===== config.mk =====
export PLATFORM = sky130hd
export DESIGN_NAME = itm_interval_timer
export DESIGN_NICKNAME = d
export VERILOG_FILES = /design/src/shared/itm_pkg.sv /design/src/rtl/itm_pin_sync.sv /design/src/rtl/itm_counter.sv /design/src/rtl/itm_interval_timer.sv
export SDC_FILE = /design/constraint.sdc
export NUM_CORES = 1
export LEC_CHECK = 0
export ABC_AREA = 1
export BUFFER_PORTS_ARGS = -buffer_cell sky130_fd_sc_hd__buf_2
export CAP_MARGIN = 20
export CORE_MARGIN = 2
export CORE_UTILIZATION = 34
export CTS_BUF_LIST = sky130_fd_sc_hd__clkbuf_2
export DETAILED_ROUTE_END_ITERATION = 10
export SLEW_MARGIN = 20
export SYNTH_ARGS = -nofsm -noshare
export SYNTH_HDL_FRONTEND = slang
export SYNTH_SLANG_ARGS = --single-unit

===== constraint.sdc =====
create_clock -name clk_i -period 4.66 [get_ports clk_i]
set_clock_uncertainty 0.15 [all_clocks]
set_input_delay 0.932 -clock clk_i [delete_from_list [all_inputs] [get_ports clk_i]]
set_output_delay 0.932 -clock clk_i [all_outputs]
set_load 0.03 [all_outputs]

===== src/shared/itm_pkg.sv =====
// Purpose: Shared constants for the 12-bit interval timer block
// Assumes: 32-bit classic Wishbone, one aligned word per register
// Notes: Narrow registers sit in the low bits, upper bits read as zero
package itm_pkg;

   // Register byte offsets
   localparam logic [7:0] ITM_OFS_CLK_EN = 8'h00;
   localparam logic [7:0] ITM_OFS_IFLAG = 8'h04;
   localparam logic [7:0] ITM_OFS_IMASK = 8'h08;
   localparam logic [7:0] ITM_OFS_CTRL = 8'h0C;
   localparam logic [7:0] ITM_OFS_SUBMODE = 8'h10;
   localparam logic [7:0] ITM_OFS_IRQ_STAT = 8'h14;
   localparam logic [7:0] ITM_OFS_IRQ_CLR = 8'h18;
   localparam logic [7:0] ITM_OFS_IRQ_EN = 8'h1C;
   localparam logic [7:0] ITM_OFS_COUNT = 8'h20;

   // Field positions
   localparam int ITM_BIT_SUPPLY_EN = 7;
   localparam int ITM_BIT_IRQ_FLAG = 2;
   localparam int ITM_BIT_IRQ_MASK = 2;
   localparam int ITM_BIT_RUN = 15;
   localparam int ITM_CMP_MSB = 11;
   localparam int ITM_BIT_LOW_POWER = 7;
   localparam int ITM_BIT_CLK_SEL = 4;
   localparam int ITM_EV_INTERVAL = 0;
   localparam int ITM_EV_CMP_ZERO = 1;
   localparam int ITM_EV_OVERRUN = 2;
   localparam int ITM_EV_NUM = 3;

   // Widths
   localparam int ITM_CNT_W = 12;

   // Reset values, and the prohibited zero compare
   localparam logic ITM_RST_SUPPLY_EN = 1'b0;
   localparam logic ITM_RST_IRQ_FLAG = 1'b0;
   localparam logic ITM_RST_IRQ_MASK = 1'b1;
   localparam logic ITM_RST_RUN = 1'b0;
   localparam logic [11:0] ITM_RST_CMP = 12'hFFF;
   localparam logic [11:0] ITM_CMP_ZERO = 12'h000;
   localparam logic ITM_RST_LOW_POWER = 1'b0;
   localparam logic ITM_RST_CLK_SEL = 1'b0;
   localparam logic [2:0] ITM_RST_EV = 3'h0;

   // Bus answer state
   typedef enum logic [0:0] {
      ITM_BUS_IDLE = 1'b0,
      ITM_BUS_ACK = 1'b1
   } itm_bus_type;

endpackage : itm_pkg


===== src/rtl/itm_pin_sync.sv =====
// Purpose: Three-flop sampler and rising-edge finder for a foreign clock pin
// Assumes: Pin toggles well below half the system clock rate
// Notes: First flop feeds the second only
module itm_pin_sync (
   input wire logic clk_i,
   input wire logic rst_i,
   input wire logic ce_i,
   input wire logic pin_i,
   output logic rise_o
);

   logic s1_r;
   logic s2_r;
   logic s3_r;
   logic level_r;

   // Sampling chain
   always_ff @(posedge clk_i) begin
      if (rst_i) begin
         s1_r <= 1'b0;
         s2_r <= 1'b0;
         s3_r <= 1'b0;
      end else if (ce_i) begin
         s1_r <= pin_i;
         s2_r <= s1_r;
         s3_r <= s2_r;
      end
   end

   // Agreed level, updated only when flops two and three match
   always_ff @(posedge clk_i) begin
      if (rst_i) begin
         level_r <= 1'b0;
      end else if (ce_i && (s2_r == s3_r)) begin
         level_r <= s3_r;
      end
   end

   assign rise_o = ce_i && (s2_r == s3_r) && s3_r && !level_r;

endmodule : itm_pin_sync


===== src/rtl/itm_counter.sv =====
// Purpose: Up counter with compare and clear for the interval timer
// Assumes: tick_i is a one-cycle pulse per count clock edge
// Notes: Period is compare value plus one ticks
module itm_counter #(
   parameter int CNT_W = 12
) (
   input wire logic clk_i,
   input wire logic rst_i,
   input wire logic ce_i,
   input wire logic run_i,
   input wire logic tick_i,
   input wire logic [CNT_W-1:0] cmp_i,
   output logic [CNT_W-1:0] count_o,
   output logic match_o
);

   logic [CNT_W-1:0] count_r;
   logic match_r;

   // Count upward, wrap on compare, clear while stopped
   always_ff @(posedge clk_i) begin
      if (rst_i) begin
         count_r <= '0;
      end else if (ce_i) begin
         if (!run_i) begin
            count_r <= '0;
         end else if (tick_i) begin
            if (count_r == cmp_i) begin
               count_r <= '0;
            end else begin
               count_r <= count_r + 1'b1;
            end
         end
      end
   end

   // One-cycle request on the wrapping tick
   always_ff @(posedge clk_i) begin
      if (rst_i) begin
         match_r <= 1'b0;
      end else if (ce_i) begin
         match_r <= run_i && tick_i && (count_r == cmp_i);
      end
   end

   assign count_o = count_r;
   assign match_o = match_r;

endmodule : itm_counter


===== src/rtl/itm_interval_timer.sv =====
// Purpose: 12-bit interval timer with Wishbone registers and interrupt
// Assumes: Count clocks arrive as pins from other domains
// Notes: Registered ack, one wait state per access
module itm_interval_timer #(
   parameter int ADR_W = 8,
   parameter int CNT_W = 12
) (
   input wire logic clk_i,
   input wire logic rst_i,
   input wire logic ce_i,
   input wire logic wb_cyc_i,
   input wire logic wb_stb_i,
   input wire logic wb_we_i,
   input wire logic [ADR_W-1:0] wb_adr_i,
   input wire logic [3:0] wb_sel_i,
   input wire logic [31:0] wb_dat_i,
   output logic [31:0] wb_dat_o,
   output logic wb_ack_o,
   input wire logic sub_clk_i,
   input wire logic lsosc_clk_i,
   input wire logic stop_mode_i,
   input wire logic halt_mode_i,
   input wire logic cpu_on_subclk_i,
   output logic subclk_periph_en_o,
   output logic interval_interrupt_o,
   output logic timer_irq_req_o,
   output logic irq_o
);

   // Bus state
   itm_pkg::itm_bus_type bus_r;
   itm_pkg::itm_bus_type bus_nxt;
   logic [31:0] dat_r;
   logic [31:0] dat_nxt;
   logic req;
   logic wr;
   logic [7:0] adr;

   // Register storage
   logic supply_en_r;
   logic irq_flag_r;
   logic irq_mask_r;
   logic run_r;
   logic [CNT_W-1:0] cmp_r;
   logic low_power_r;
   logic clk_sel_r;
   logic [itm_pkg::ITM_EV_NUM-1:0] ev_stat_r;
   logic [itm_pkg::ITM_EV_NUM-1:0] ev_en_r;
   logic interval_r;

   // Timer datapath
   logic sub_rise;
   logic lso_rise;
   logic sel_rise;
   logic tick;
   logic match;
   logic [CNT_W-1:0] count;
   logic [itm_pkg::ITM_EV_NUM-1:0] ev_set;
   logic [itm_pkg::ITM_EV_NUM-1:0] ev_clr;
   logic flag_clr;
   logic ctrl_lo_wr;
   logic ctrl_hi_wr;
   logic [CNT_W-1:0] cmp_wr_val;
   logic run_wr_val;

   // Request is taken on the first cycle only, ack follows one edge later
   assign req = wb_cyc_i && wb_stb_i && (bus_r == itm_pkg::ITM_BUS_IDLE);
   assign wr = req && wb_we_i;
   assign adr = 8'(wb_adr_i);

   // Bus answer state machine
   always_comb begin
      bus_nxt = bus_r;
      case (bus_r)
         itm_pkg::ITM_BUS_IDLE: begin
            if (req) begin
               bus_nxt = itm_pkg::ITM_BUS_ACK;
            end
         end
         itm_pkg::ITM_BUS_ACK: begin
            bus_nxt = itm_pkg::ITM_BUS_IDLE;
         end
         default: begin
            bus_nxt = itm_pkg::ITM_BUS_IDLE;
         end
      endcase
   end

   always_ff @(posedge clk_i) begin
      if (rst_i) begin
         bus_r <= itm_pkg::ITM_BUS_IDLE;
      end else if (ce_i) begin
         bus_r <= bus_nxt;
      end
   end

   assign wb_ack_o = (bus_r == itm_pkg::ITM_BUS_ACK);

   // Read data, captured with the request so it stands during ack
   always_comb begin
      dat_nxt = 32'h0000_0000;
      case (adr)
         itm_pkg::ITM_OFS_CLK_EN: begin
            dat_nxt[itm_pkg::ITM_BIT_SUPPLY_EN] = supply_en_r;
         end
         itm_pkg::ITM_OFS_IFLAG: begin
            dat_nxt[itm_pkg::ITM_BIT_IRQ_FLAG] = irq_flag_r;
         end
         itm_pkg::ITM_OFS_IMASK: begin
            dat_nxt[itm_pkg::ITM_BIT_IRQ_MASK] = irq_mask_r;
         end
         itm_pkg::ITM_OFS_CTRL: begin
            // Bits 14 to 12 stay zero
            dat_nxt[itm_pkg::ITM_BIT_RUN] = run_r;
            dat_nxt[itm_pkg::ITM_CMP_MSB:0] = cmp_r;
         end
         itm_pkg::ITM_OFS_SUBMODE: begin
            dat_nxt[itm_pkg::ITM_BIT_LOW_POWER] = low_power_r;
            dat_nxt[itm_pkg::ITM_BIT_CLK_SEL] = clk_sel_r;
         end
         itm_pkg::ITM_OFS_IRQ_STAT: begin
            dat_nxt[itm_pkg::ITM_EV_NUM-1:0] = ev_stat_r;
         end
         itm_pkg::ITM_OFS_IRQ_EN: begin
            dat_nxt[itm_pkg::ITM_EV_NUM-1:0] = ev_en_r;
         end
         itm_pkg::ITM_OFS_COUNT: begin
            dat_nxt[CNT_W-1:0] = count;
         end
         default: begin
            // Unmapped and write-only words read as zero
            dat_nxt = 32'h0000_0000;
         end
      endcase
   end

   always_ff @(posedge clk_i) begin
      if (rst_i) begin
         dat_r <= 32'h0000_0000;
      end else if (ce_i && req) begin
         dat_r <= wb_we_i ? 32'h0000_0000 : dat_nxt;
      end
   end

   assign wb_dat_o = dat_r;

   // Peripheral clock supply enable
   always_ff @(posedge clk_i) begin
      if (rst_i) begin
         supply_en_r <= itm_pkg::ITM_RST_SUPPLY_EN;
      end else if (ce_i && wr && wb_sel_i[0] && (adr == itm_pkg::ITM_OFS_CLK_EN)) begin
         supply_en_r <= wb_dat_i[itm_pkg::ITM_BIT_SUPPLY_EN];
      end
   end

   // Control register byte lanes, low lane holds compare bits 7-0
   assign ctrl_lo_wr = wr && wb_sel_i[0] && (adr == itm_pkg::ITM_OFS_CTRL);
   assign ctrl_hi_wr = wr && wb_sel_i[1] && (adr == itm_pkg::ITM_OFS_CTRL);
   assign cmp_wr_val = {ctrl_hi_wr ? wb_dat_i[itm_pkg::ITM_CMP_MSB:8] : cmp_r[11:8],
                        ctrl_lo_wr ? wb_dat_i[7:0] : cmp_r[7:0]};
   assign run_wr_val = ctrl_hi_wr ? wb_dat_i[itm_pkg::ITM_BIT_RUN] : run_r;

   // Run bit and compare value
   always_ff @(posedge clk_i) begin
      if (rst_i) begin
         run_r <= itm_pkg::ITM_RST_RUN;
         cmp_r <= itm_pkg::ITM_RST_CMP;
      end else if (ce_i && (ctrl_lo_wr || ctrl_hi_wr)) begin
         run_r <= run_wr_val;
         cmp_r <= cmp_wr_val;
      end
   end

   // Subclock mode bits
   always_ff @(posedge clk_i) begin
      if (rst_i) begin
         low_power_r <= itm_pkg::ITM_RST_LOW_POWER;
         clk_sel_r <= itm_pkg::ITM_RST_CLK_SEL;
      end else if (ce_i && wr && wb_sel_i[0] && (adr == itm_pkg::ITM_OFS_SUBMODE)) begin
         low_power_r <= wb_dat_i[itm_pkg::ITM_BIT_LOW_POWER];
         clk_sel_r <= wb_dat_i[itm_pkg::ITM_BIT_CLK_SEL];
      end
   end

   // Interrupt mask, reset masked so nothing fires before setup
   always_ff @(posedge clk_i) begin
      if (rst_i) begin
         irq_mask_r <= itm_pkg::ITM_RST_IRQ_MASK;
      end else if (ce_i && wr && wb_sel_i[0] && (adr == itm_pkg::ITM_OFS_IMASK)) begin
         irq_mask_r <= wb_dat_i[itm_pkg::ITM_BIT_IRQ_MASK];
      end
   end

   // Count clock pins, each through its own sampler
   itm_pin_sync u_sub_sync (
      .clk_i(clk_i),
      .rst_i(rst_i),
      .ce_i(ce_i),
      .pin_i(sub_clk_i),
      .rise_o(sub_rise)
   );

   itm_pin_sync u_lso_sync (
      .clk_i(clk_i),
      .rst_i(rst_i),
      .ce_i(ce_i),
      .pin_i(lsosc_clk_i),
      .rise_o(lso_rise)
   );

   // Count clock choice and supply gate
   assign sel_rise = clk_sel_r ? lso_rise : sub_rise;
   assign tick = supply_en_r && sel_rise;

   // Standby never gates the timer tick; only other peripherals lose the subclock
   assign subclk_periph_en_o = !(low_power_r &&
                                 (stop_mode_i || (halt_mode_i && cpu_on_subclk_i)));

   itm_counter #(
      .CNT_W(CNT_W)
   ) u_counter (
      .clk_i(clk_i),
      .rst_i(rst_i),
      .ce_i(ce_i),
      .run_i(run_r),
      .tick_i(tick),
      .cmp_i(cmp_r),
      .count_o(count),
      .match_o(match)
   );

   // Registered interval request pulse
   always_ff @(posedge clk_i) begin
      if (rst_i) begin
         interval_r <= 1'b0;
      end else if (ce_i) begin
         interval_r <= match;
      end
   end

   assign interval_interrupt_o = interval_r;

   // Request flag: hardware set beats a software clear in the same cycle
   assign flag_clr = wr && wb_sel_i[0] && (adr == itm_pkg::ITM_OFS_IFLAG) &&
                     !wb_dat_i[itm_pkg::ITM_BIT_IRQ_FLAG];

   always_ff @(posedge clk_i) begin
      if (rst_i) begin
         irq_flag_r <= itm_pkg::ITM_RST_IRQ_FLAG;
      end else if (ce_i) begin
         if (match) begin
            irq_flag_r <= 1'b1;
         end else if (flag_clr) begin
            irq_flag_r <= 1'b0;
         end
      end
   end

   // Servicing only while unmasked
   assign timer_irq_req_o = irq_flag_r && !irq_mask_r;

   // Events for the sticky status word
   always_comb begin
      ev_set = '0;
      ev_set[itm_pkg::ITM_EV_INTERVAL] = match;
      // A prohibited zero compare still runs, wrapping on every tick
      ev_set[itm_pkg::ITM_EV_CMP_ZERO] = (ctrl_lo_wr || ctrl_hi_wr) &&
                                         (cmp_wr_val == itm_pkg::ITM_CMP_ZERO);
      ev_set[itm_pkg::ITM_EV_OVERRUN] = match && irq_flag_r;
   end

   assign ev_clr = (wr && wb_sel_i[0] && (adr == itm_pkg::ITM_OFS_IRQ_CLR)) ?
                   wb_dat_i[itm_pkg::ITM_EV_NUM-1:0] : '0;

   // Sticky status, set wins over clear
   always_ff @(posedge clk_i) begin
      if (rst_i) begin
         ev_stat_r <= itm_pkg::ITM_RST_EV;
      end else if (ce_i) begin
         ev_stat_r <= (ev_stat_r & ~ev_clr) | ev_set;
      end
   end

   // Event enables
   always_ff @(posedge clk_i) begin
      if (rst_i) begin
         ev_en_r <= itm_pkg::ITM_RST_EV;
      end else if (ce_i && wr && wb_sel_i[0] && (adr == itm_pkg::ITM_OFS_IRQ_EN)) begin
         ev_en_r <= wb_dat_i[itm_pkg::ITM_EV_NUM-1:0];
      end
   end

   // Level interrupt line
   assign irq_o = |(ev_stat_r & ev_en_r);

endmodule : itm_interval_timer


==> flow_summary.yaml, run 1 <==
sta:
  finalCriticalPeriod_ns: 2.55
  finalSetupViolations: 0
  worstMarginPinSlew_ns: 0.729
  drv_slew: 0
  fmaxAchievable_ghz: 0.393
  hold_violations: 0
  layout_worst_path_cycle_share_pct: 54.7
  layout_setup_ws_ns: 2.11
  slew_headroom_pct: 51.4
  tns_ns: 0
  rsz0062_at_grt: "no"
layout:
  syn2layout_area_growth_pct: 12.9
  fill_cells: 998
  postLayoutCellArea_mm2: 0.00371
  final_common_cell: "nand2_1"
  nets: 582
  drive_above_1_share_pct: 17.0
  fin_cells: 659
  final_util_pct: 39.8
  diodes: 0
  final_cell_mix: "124 x nand2_1, 62 x inv_1, 60 x dfxtp_1, 51 x buf_2, 38 x nor2_1"
synthesis:
  yosysUniqueCellTypes: 37
  syn_inst: 478
  ys_seq_elements: 60
  netlist_area_mm2: 0.00328
  yosysTopAreaCell: "dfxtp_1"
  synth_top_area_share_pct: 36.6
  ys_seq_area_share_pct: 36.6
  ys_top_cells_by_area: "dfxtp_1 37%, nand2_1 14%, inv_1 7.1%"
  postSynthAreaPerCell_um2: 6.87
  yosysWarningCount: 0
global_routing:
  grt_pass1_vias: 2988
  grtUsageMet2_pct: 27.4
  grt_antenna_before_repair: 0
  gr-usage-met3_pct: 3.42
  grt_use_met1_pct: 23.5
  grt_max_degree: 34
  busiest_layer: "met2"
  grt_pass1_wl_mm: 14.1
  gr-total-overflow: 0
  grt_usage_pct: 17.6
setup_path:
  critPathMaxFanout: 1
  endpoint_kind: "output pin"
  rr_worst_depth: 8
  reg2reg_slack_ns: 2.63
  critPathKind: "in2out"
  critPathLaunch: "halt_mode_i"
  cp-endpoint: "subclk_periph_en_o"
  r2r_start: "wb_ack_o"
  worstPathRequired_ns: 3.58
  crit_path_start_kind: "primary input"
  r2r_end: "wb_dat_o[3]"
  critPathArrivalTime_ns: 1.47
placed_design:
  post-place-cells: 643
  dpl-instance-area_mm2: 0.00356
  place_ws_ns: 1.72
  globalplace.congestion: 0.864
  dp_hpwl_mm: 6.35
  numPortBuffers: 51
floorplan:
  core_mm2: 0.00933
  io_pins: 92
  die-area_mm2: 0.0105
  num_rows: 35
  dieWidth_um: 102
  start_util_pct: 35.2
  die_h_um: 102
detailed_routing:
  ant_nets: 0
  via_count: 3148
  first_pass_iters: 4
  wl_per_cell_um: 13.2
  vias_per_cell: 4.78
  drtIter0Drc: 133
  drt_wl_total_mm: 8.69
  drcViolationCount: 0
worst_hold_path:
  holdCritPathClass: "reg2reg"
power:
  p_leak_uw: 0.00183
  cellPowerDensity_mw_per_mm2: 263
  peakVddDrop_uv: 102
clock_tree:
  cts_tree: "yes"
  clock_latency_ns: 0.50
  ctsRootBufferMaster: "clkbuf_2"
  h-tree-depth: 3
  cts_num_sinks: 60
  clk_pin_slew_ns: 0.18
  cts.path.max_buffers: 2
  ctsResizeCount: 0
  cts_buffers: 9
  post_cts_buffers: 0
  ctsHoldBuffers: 0
run:
  drv_cap: 0
outcome:
  outcome: "completed"
synth_stat cells, drive strengths merged:
cell and n:
o311ai 1, o22ai 1, nand2 128, nor3 6, o211ai 12, clkbuf 7, nand3b 4, o21ai 31
o221ai 7, a31oi 2, nor4 2, conb 1, xnor2 1, nand3 26, buf 27, inv 65
a21oi 29, xor2 8, ha 1, nor2 44, o31ai 3, nand4 12, dfxtp 60
sequential cells by signal, indices dropped and copies added (netlist names), 3 cells and up:
register,flops
ev_en_r,3
u_counter.count_o,12
ev_stat_r,3
cmp_r,12
wb_dat_o,13
critical path, cell delays in order:
cell	delay, ns
buf_2	0.10
nand2_1	0.05
inv_1	0.03
o21ai_0	0.13
buf_2	0.22
cell type report:
cell class              count  area [um2]  area share, %
flip-flops and latches     60        1200           32.4
well taps                 129         161           4.35
clock buffers               9        45.0           1.21
repair buffers             53         290           7.83
clock inverters             6        80.1           2.16
multi-input cells         337        1690           45.5
inverters                  65         244           6.58
through the flow:
stage          hold WS [ns]  total power (uW)
6_report              0.324               975
5_1_grt               0.347              1020
4_1_cts               0.325               984
3_5_place_dp          0.303               614
3_3_place_gp          0.299               613
2_1_floorplan         0.294               598
where the power goes:
part,internal (uW),total (uW),switching (uW)
Clock,171,368,197
Sequential,518,522,3.91
Combinational,22.3,84.4,62.0
layer usage:
layer	up-vias	share of wire, %	wire length, um
li1	1619	-	-
met1	1433	49	4240
met2	84	44	3850
met3	12	5.2	454
met4	0	1.7	149
met5	-	0	0
kinds of logic after synthesis:
group           after synthesis  share of synthesized area (%)
simple gates                222                           30.4
buf+inv                      99                           14.1
compound gates               86                           16.0
flops                        60                           36.6
xor+xnor                      9                           2.40
fa+ha+maj                     1                          0.381
other cells                   1                          0.114
how the worst min path moves through the flow:
stage	from	endpoint	slack, ns	cells after the start
final	interval_interrupt_o	interval_interrupt_o	0.32	2
after detailed placement	interval_interrupt_o	interval_interrupt_o	0.30	2
after CTS	interval_interrupt_o	interval_interrupt_o	0.33	2
after global placement	interval_interrupt_o	interval_interrupt_o	0.30	2
after floorplan	u_lso_sync.level_r	u_lso_sync.level_r	0.29	2
after global routing	wb_dat_o[1]	wb_dat_o[1]	0.35	2
No activity file was read; power rests on OpenSTA's default activity.
==> run 2, diff against run 1 <==
ABC_AREA = 0   (was 1)
clock period = 2.3 ns   (was 4.66 ns; I/O delays follow)
==> run 2 against run 1 <==
  * Clock power rose by 110%
  * Clock-buffer cell count is 2 higher
  * Combinational power rose by 130%
  * Critical endpoint is now u_counter.count_o[5]
  * Largest power group unchanged
  * Highest routed layer unchanged
==> flow_summary.yaml, run 2 <==
sta:
  layout_worst_path_cycle_share_pct: 97.0
  drv_slew: 0
  finalCriticalPeriod_ns: 2.23
  layout_setup_ws_ns: 0.0689
  slew_headroom_pct: 64.3
  rsz0062_at_grt: "no"
  hold_violations: 0
  hold_ws_ns: 0.0502
  fmaxAchievable_ghz: 0.448
  finalSetupViolations: 0
  worstMarginPinSlew_ns: 0.536
detailed_routing:
  drcViolationCount: 0
  vias_per_cell: 5.27
  drt_wl_total_mm: 8.93
  drtIter0Drc: 189
  ant_nets: 0
  wl_per_cell_um: 15.4
  via_count: 3064
  first_pass_iters: 4
synthesis:
  yosysWarningCount: 0
  netlist_area_mm2: 0.00316
  synth_common_cells: "60 x dfxtp_1, 44 x nand2_1, 29 x a21oi_1"
  syn_inst: 378
  synth_top_area_share_pct: 38.0
  ys_top_cells_by_area: "dfxtp_1 38%, nand2_1 5.2%, a21oi_1 4.6%"
  yosysTopAreaCell: "dfxtp_1"
  yosysMostFrequentCell: "dfxtp_1"
  ys_seq_area_share_pct: 38.0
  yosysUniqueCellTypes: 58
  async_flop_share_pct: 0
  ys.flop_type: "dfxtp_1"
  postSynthAreaPerCell_um2: 8.35
  ys_seq_elements: 60
  synth_edf_count: 0
floorplan:
  dieWidth_um: 100
  die-area_mm2: 0.0101
  start_util_pct: 34.7
  io_pins: 92
  core_mm2: 0.00911
  die_h_um: 100
  num_rows: 35
layout:
  regArea_mm2: 0.00120
  final_common_cell: "dfxtp_1"
  postLayoutCellArea_mm2: 0.00391
  largest_reg_flops: 13
  syn2layout_area_growth_pct: 23.8
  final_cell_mix: "60 x dfxtp_1, 51 x buf_2, 44 x nand2_1, 43 x buf_4, 28 x a21oi_1"
  fill_cells: 975
  final_util_pct: 42.9
  drive_above_1_share_pct: 26.8
  nets: 521
  diodes: 0
  fin_cells: 581
  multi_input_area_mm2: 0.00180
worst_hold_path:
  min_from: "wb_dat_i[11]"
  holdCritPathClass: "in2reg"
  hold_path_depth: 3
clock_tree:
  cts_num_sinks: 60
  clock_latency_ns: 0.51
  cts_tree: "yes"
  cts.path.max_buffers: 2
  h-tree-depth: 3
  post_cts_buffers: 0
  ctsRootBufferMaster: "clkbuf_2"
  cts_buffers: 9
  clk_pin_slew_ns: 0.18
global_routing:
  grt_pass1_vias: 2807
  grt_max_degree: 35
  grt_usage_pct: 18.5
  grt_antenna_before_repair: 0
  gr-total-overflow: 0
  grt_pass1_wl_mm: 14.3
setup_path:
  endpoint_kind: "flop"
  critPathMaxFanout: 6
  worstPathRequired_ns: 2.60
  slowest_delay_ns: 0.51
  reg2reg_slack_ns: 0.07
  critPathArrivalTime_ns: 2.53
  path_cells: "nand3_2, or3b_4, and3_4, or4_4, a211oi_2"
  crit_slowest_cell: "dfxtp_1"
  crit_path_start_kind: "flop"
  r2r_start: "supply_en_r"
  rr_worst_depth: 5
  critPathKind: "reg2reg"
  critPathLaunch: "supply_en_r"
placed_design:
  globalplace.congestion: 0.879
  dp_hpwl_mm: 6.73
  post-place-cells: 562
  dpl-instance-area_mm2: 0.00374
  place_ws_ns: -0.0704
  numPortBuffers: 51
power:
  peakVddDrop_uv: 284
  p_leak_uw: 0.00150
  cellPowerDensity_mw_per_mm2: 514
outcome:
  outcome: "completed"
run:
  drv_cap: 0
-- run 2: worst paths after layout --
kind / endpoint
min: cmp_r[11]
max reg2reg: u_counter.count_o[5]
max: u_counter.count_o[5]
min reg2reg: wb_dat_o[5]
-- run 2: final cells by class --
cell class                      count  share of cell area (%)
Clock buffer                       11                    1.41
Clock inverter                      5                    1.95
Inverter                            3                   0.288
Multi-Input combinational cell    293                    46.0
Sequential cell                    60                    30.7
Tap cell                          111                    3.55
Timing Repair Buffer               98                    16.1
-- run 2: repair_timing --
| action | 4_1_cts | 5_1_grt |
|---|---|---|
| hold buffers | 3 | 0 |
| hold endpoints to repair | 3 | 0 |
| setup endpoints to repair | 11 | 8 |
| gates resized for setup | 1 | 1 |
-- run 2: stage by stage --
stage,power (uW),setup TNS [ns]
global route,2080,0
floorplan,1210,0
detailed placement,1260,-0.479
finish,2010,0
global placement,1260,-0.611
CTS,2030,0
-- run 2: cell families after synthesis --
group                      count (synthesis)  synth area share (%)
AOI/OAI and AO/OA                         83                  16.7
DFF                                       60                  38.0
other                                      1                 0.119
muxes                                      8                  2.58
xor gates and xnor gates                  20                  5.55
adders and majority gates                  1                 0.396
buffers and inverters                     43                  7.53
and+or+nand+nor                          162                  29.1
-- run 2: metal layers --
layer / GRT usage [%] / wire length, um / vias to the layer above
li1: - / - / 1525
met1: 26.1 / 4280 / 1434
met2: 28.7 / 4050 / 92
met3: 2.99 / 456 / 13
met4: 6.43 / 140 / 0
met5: 0 / 0 / -
-- run 2: report_power, final --
group | internal (uW) | switching, uW | total, uW
registers | 1050 | 4.20 | 1050
logic | 63.3 | 129 | 193
clock network | 364 | 402 | 766
-- run 2: worst max-delay path, delay by kind of cell, from the launching register on --
| family | cells | cell delay, ns |
|---|---|---|
| AND/OR/NAND/NOR | 4 | 1.30 |
| flip-flops | 1 | 0.51 |
| AO/OA/AOI/OAI | 1 | 0.21 |
==> run 3, diff against run 2 <==
clock period = 2.5 ns   (was 2.3 ns; I/O delays follow)
==> run 3 against run 2 <==
  * Critical path depth unchanged
  * Cell count down 5.2%
  * Final area fell by 6.5%
  * Worst hold slack gained 0.024 ns
  * Combinational power is 15% lower
  * Die area unchanged
  * Wire length shrank 4.3%
  * Critical path type unchanged
  * Highest routed layer unchanged
==> flow_summary.yaml, run 3 (synthesis results as in run 2) <==
outcome:
  outcome: "completed"
clock_tree:
  ctsRootBufferMaster: "clkbuf_2"
  post_cts_buffers: 0
  clock_latency_ns: 0.50
  cts_tree: "yes"
  cts_num_sinks: 60
  ctsHoldBuffers: 0
  h-tree-depth: 3
  cts.path.max_buffers: 2
  ctsResizeCount: 0
  clk_pin_slew_ns: 0.19
  cts_buffers: 9
power:
  peakVddDrop_uv: 202
  cellPowerDensity_mw_per_mm2: 499
  p_leak_uw: 0.00136
placed_design:
  dp_hpwl_mm: 6.42
  dpl-instance-area_mm2: 0.00353
  numPortBuffers: 51
  post-place-cells: 536
  globalplace.congestion: 0.880
layout:
  final_util_pct: 40.1
  diodes: 0
  final_cell_mix: "60 x dfxtp_1, 51 x buf_2, 44 x nand2_1, 29 x a21oi_1, 25 x nand3_1"
  regArea_mm2: 0.00120
  postLayoutCellArea_mm2: 0.00366
  nets: 492
  multi_input_area_mm2: 0.00179
  fin_cells: 551
  final_common_cell: "dfxtp_1"
  syn2layout_area_growth_pct: 15.8
  drive_above_1_share_pct: 22.3
  largest_reg_flops: 13
  fill_cells: 987
setup_path:
  endpoint_kind: "flop"
  reg2reg_slack_ns: 0.33
  path_cells: "nand3_2, or3b_4, and3_4, or4_4, a211oi_2"
  slowest_delay_ns: 0.51
  r2r_start: "u_lso_sync.s2_r"
  critPathArrivalTime_ns: 2.43
  rr_worst_depth: 5
  cp-endpoint: "u_counter.count_o[6]"
  crit_path_start_kind: "flop"
  critPathLaunch: "u_lso_sync.s2_r"
  crit_slowest_cell: "or4_4"
  critPathMaxFanout: 6
  r2r_end: "u_counter.count_o[6]"
  critPathKind: "reg2reg"
  worstPathRequired_ns: 2.76
detailed_routing:
  drt_wl_total_mm: 8.55
  drcViolationCount: 0
  drtIter0Drc: 176
  first_pass_iters: 5
  vias_per_cell: 5.45
  ant_nets: 0
  via_count: 3001
  wl_per_cell_um: 15.5
global_routing:
  grt_pass1_wl_mm: 13.6
  grt_pass1_vias: 2697
  gr-total-overflow: 0
  grt_max_degree: 34
  grt_antenna_before_repair: 0
  grt_usage_pct: 17.2
sta:
  tns_ns: 0
  hold_ws_ns: 0.0747
  finalSetupViolations: 0
  finalCriticalPeriod_ns: 2.17
  rsz0062_at_grt: "no"
  hold_violations: 0
  slew_headroom_pct: 62.0
  layout_worst_path_cycle_share_pct: 86.9
  drv_slew: 0
  fmaxAchievable_ghz: 0.460
  worstMarginPinSlew_ns: 0.563
floorplan:
  io_pins: 92
  core_mm2: 0.00911
  start_util_pct: 34.7
  num_rows: 35
  die-area_mm2: 0.0101
  dieWidth_um: 100
  die_h_um: 100
worst_hold_path:
  holdCritPathClass: "in2reg"
  min_from: "lsosc_clk_i"
run:
  drv_cap: 0
[run 3: changes by cell type in the layout (fill, tap and decap cells not counted)]
| cell | previous run | this run |
|---|---|---|
| a21oi_1 | 28 | 29 |
| a21oi_4 | 1 | 0 |
| buf_12 | 1 | 0 |
| buf_4 | 43 | 18 |
| clkbuf_2 | 11 | 10 |
| clkinv_4 | 0 | 1 |
| clkinvlp_4 | 1 | 0 |
| dlygate4sd3_1 | 3 | 0 |
[run 3: power breakdown]
group / internal, uW / total, uW / switching (uW)
Clock: 328 / 691 / 364
Combinational: 48.8 / 165 / 116
Sequential: 962 / 967 / 4.75
[run 3: final cells by class]
type,instances,share of cell area [%]
clock buffer,10,1.37
clock inverter,5,2.12
inverter,3,0.308
sequential,60,32.9
multi-input combinational,293,48.9
tap,111,3.80
timing repair buffer,69,10.7
[run 3: worst min path at each step]
stage | depth (start not counted) | slack (ns) | endpoint
2_1_floorplan | 2 | 0.31 | ev_stat_r[1]
3_3_place_gp | 2 | 0.29 | wb_dat_o[8]
3_5_place_dp | 2 | 0.29 | wb_dat_o[6]
4_1_cts | 3 | 0.05 | u_lso_sync.s1_r
5_1_grt | 3 | 0.06 | u_lso_sync.s1_r
6_report | 3 | 0.07 | u_lso_sync.s1_r
[run 3: through the flow]
stage / setup WS [ns] / total power [uW]
6_report: 0.326 / 1820
5_1_grt: 0.260 / 1890
4_1_cts: 0.298 / 1840
3_5_place_dp: 0.0818 / 1150
3_3_place_gp: 0.137 / 1150
2_1_floorplan: 0.384 / 1110
[run 3: routing by layer]
metal	vias to the layer above	global-route usage (%)	routed length, um
li1	1464	-	-
met1	1415	24.6	4100
met2	111	26.4	3850
met3	11	3.13	485
met4	0	5.37	111
met5	-	0	0
[run 3: critical path: cells and delay by family, from the launching register on]
family | cells | cell delay (ns)
AO/OA/AOI/OAI | 1 | 0.23
flip-flops | 1 | 0.42
AND/OR/NAND/NOR | 4 | 1.28
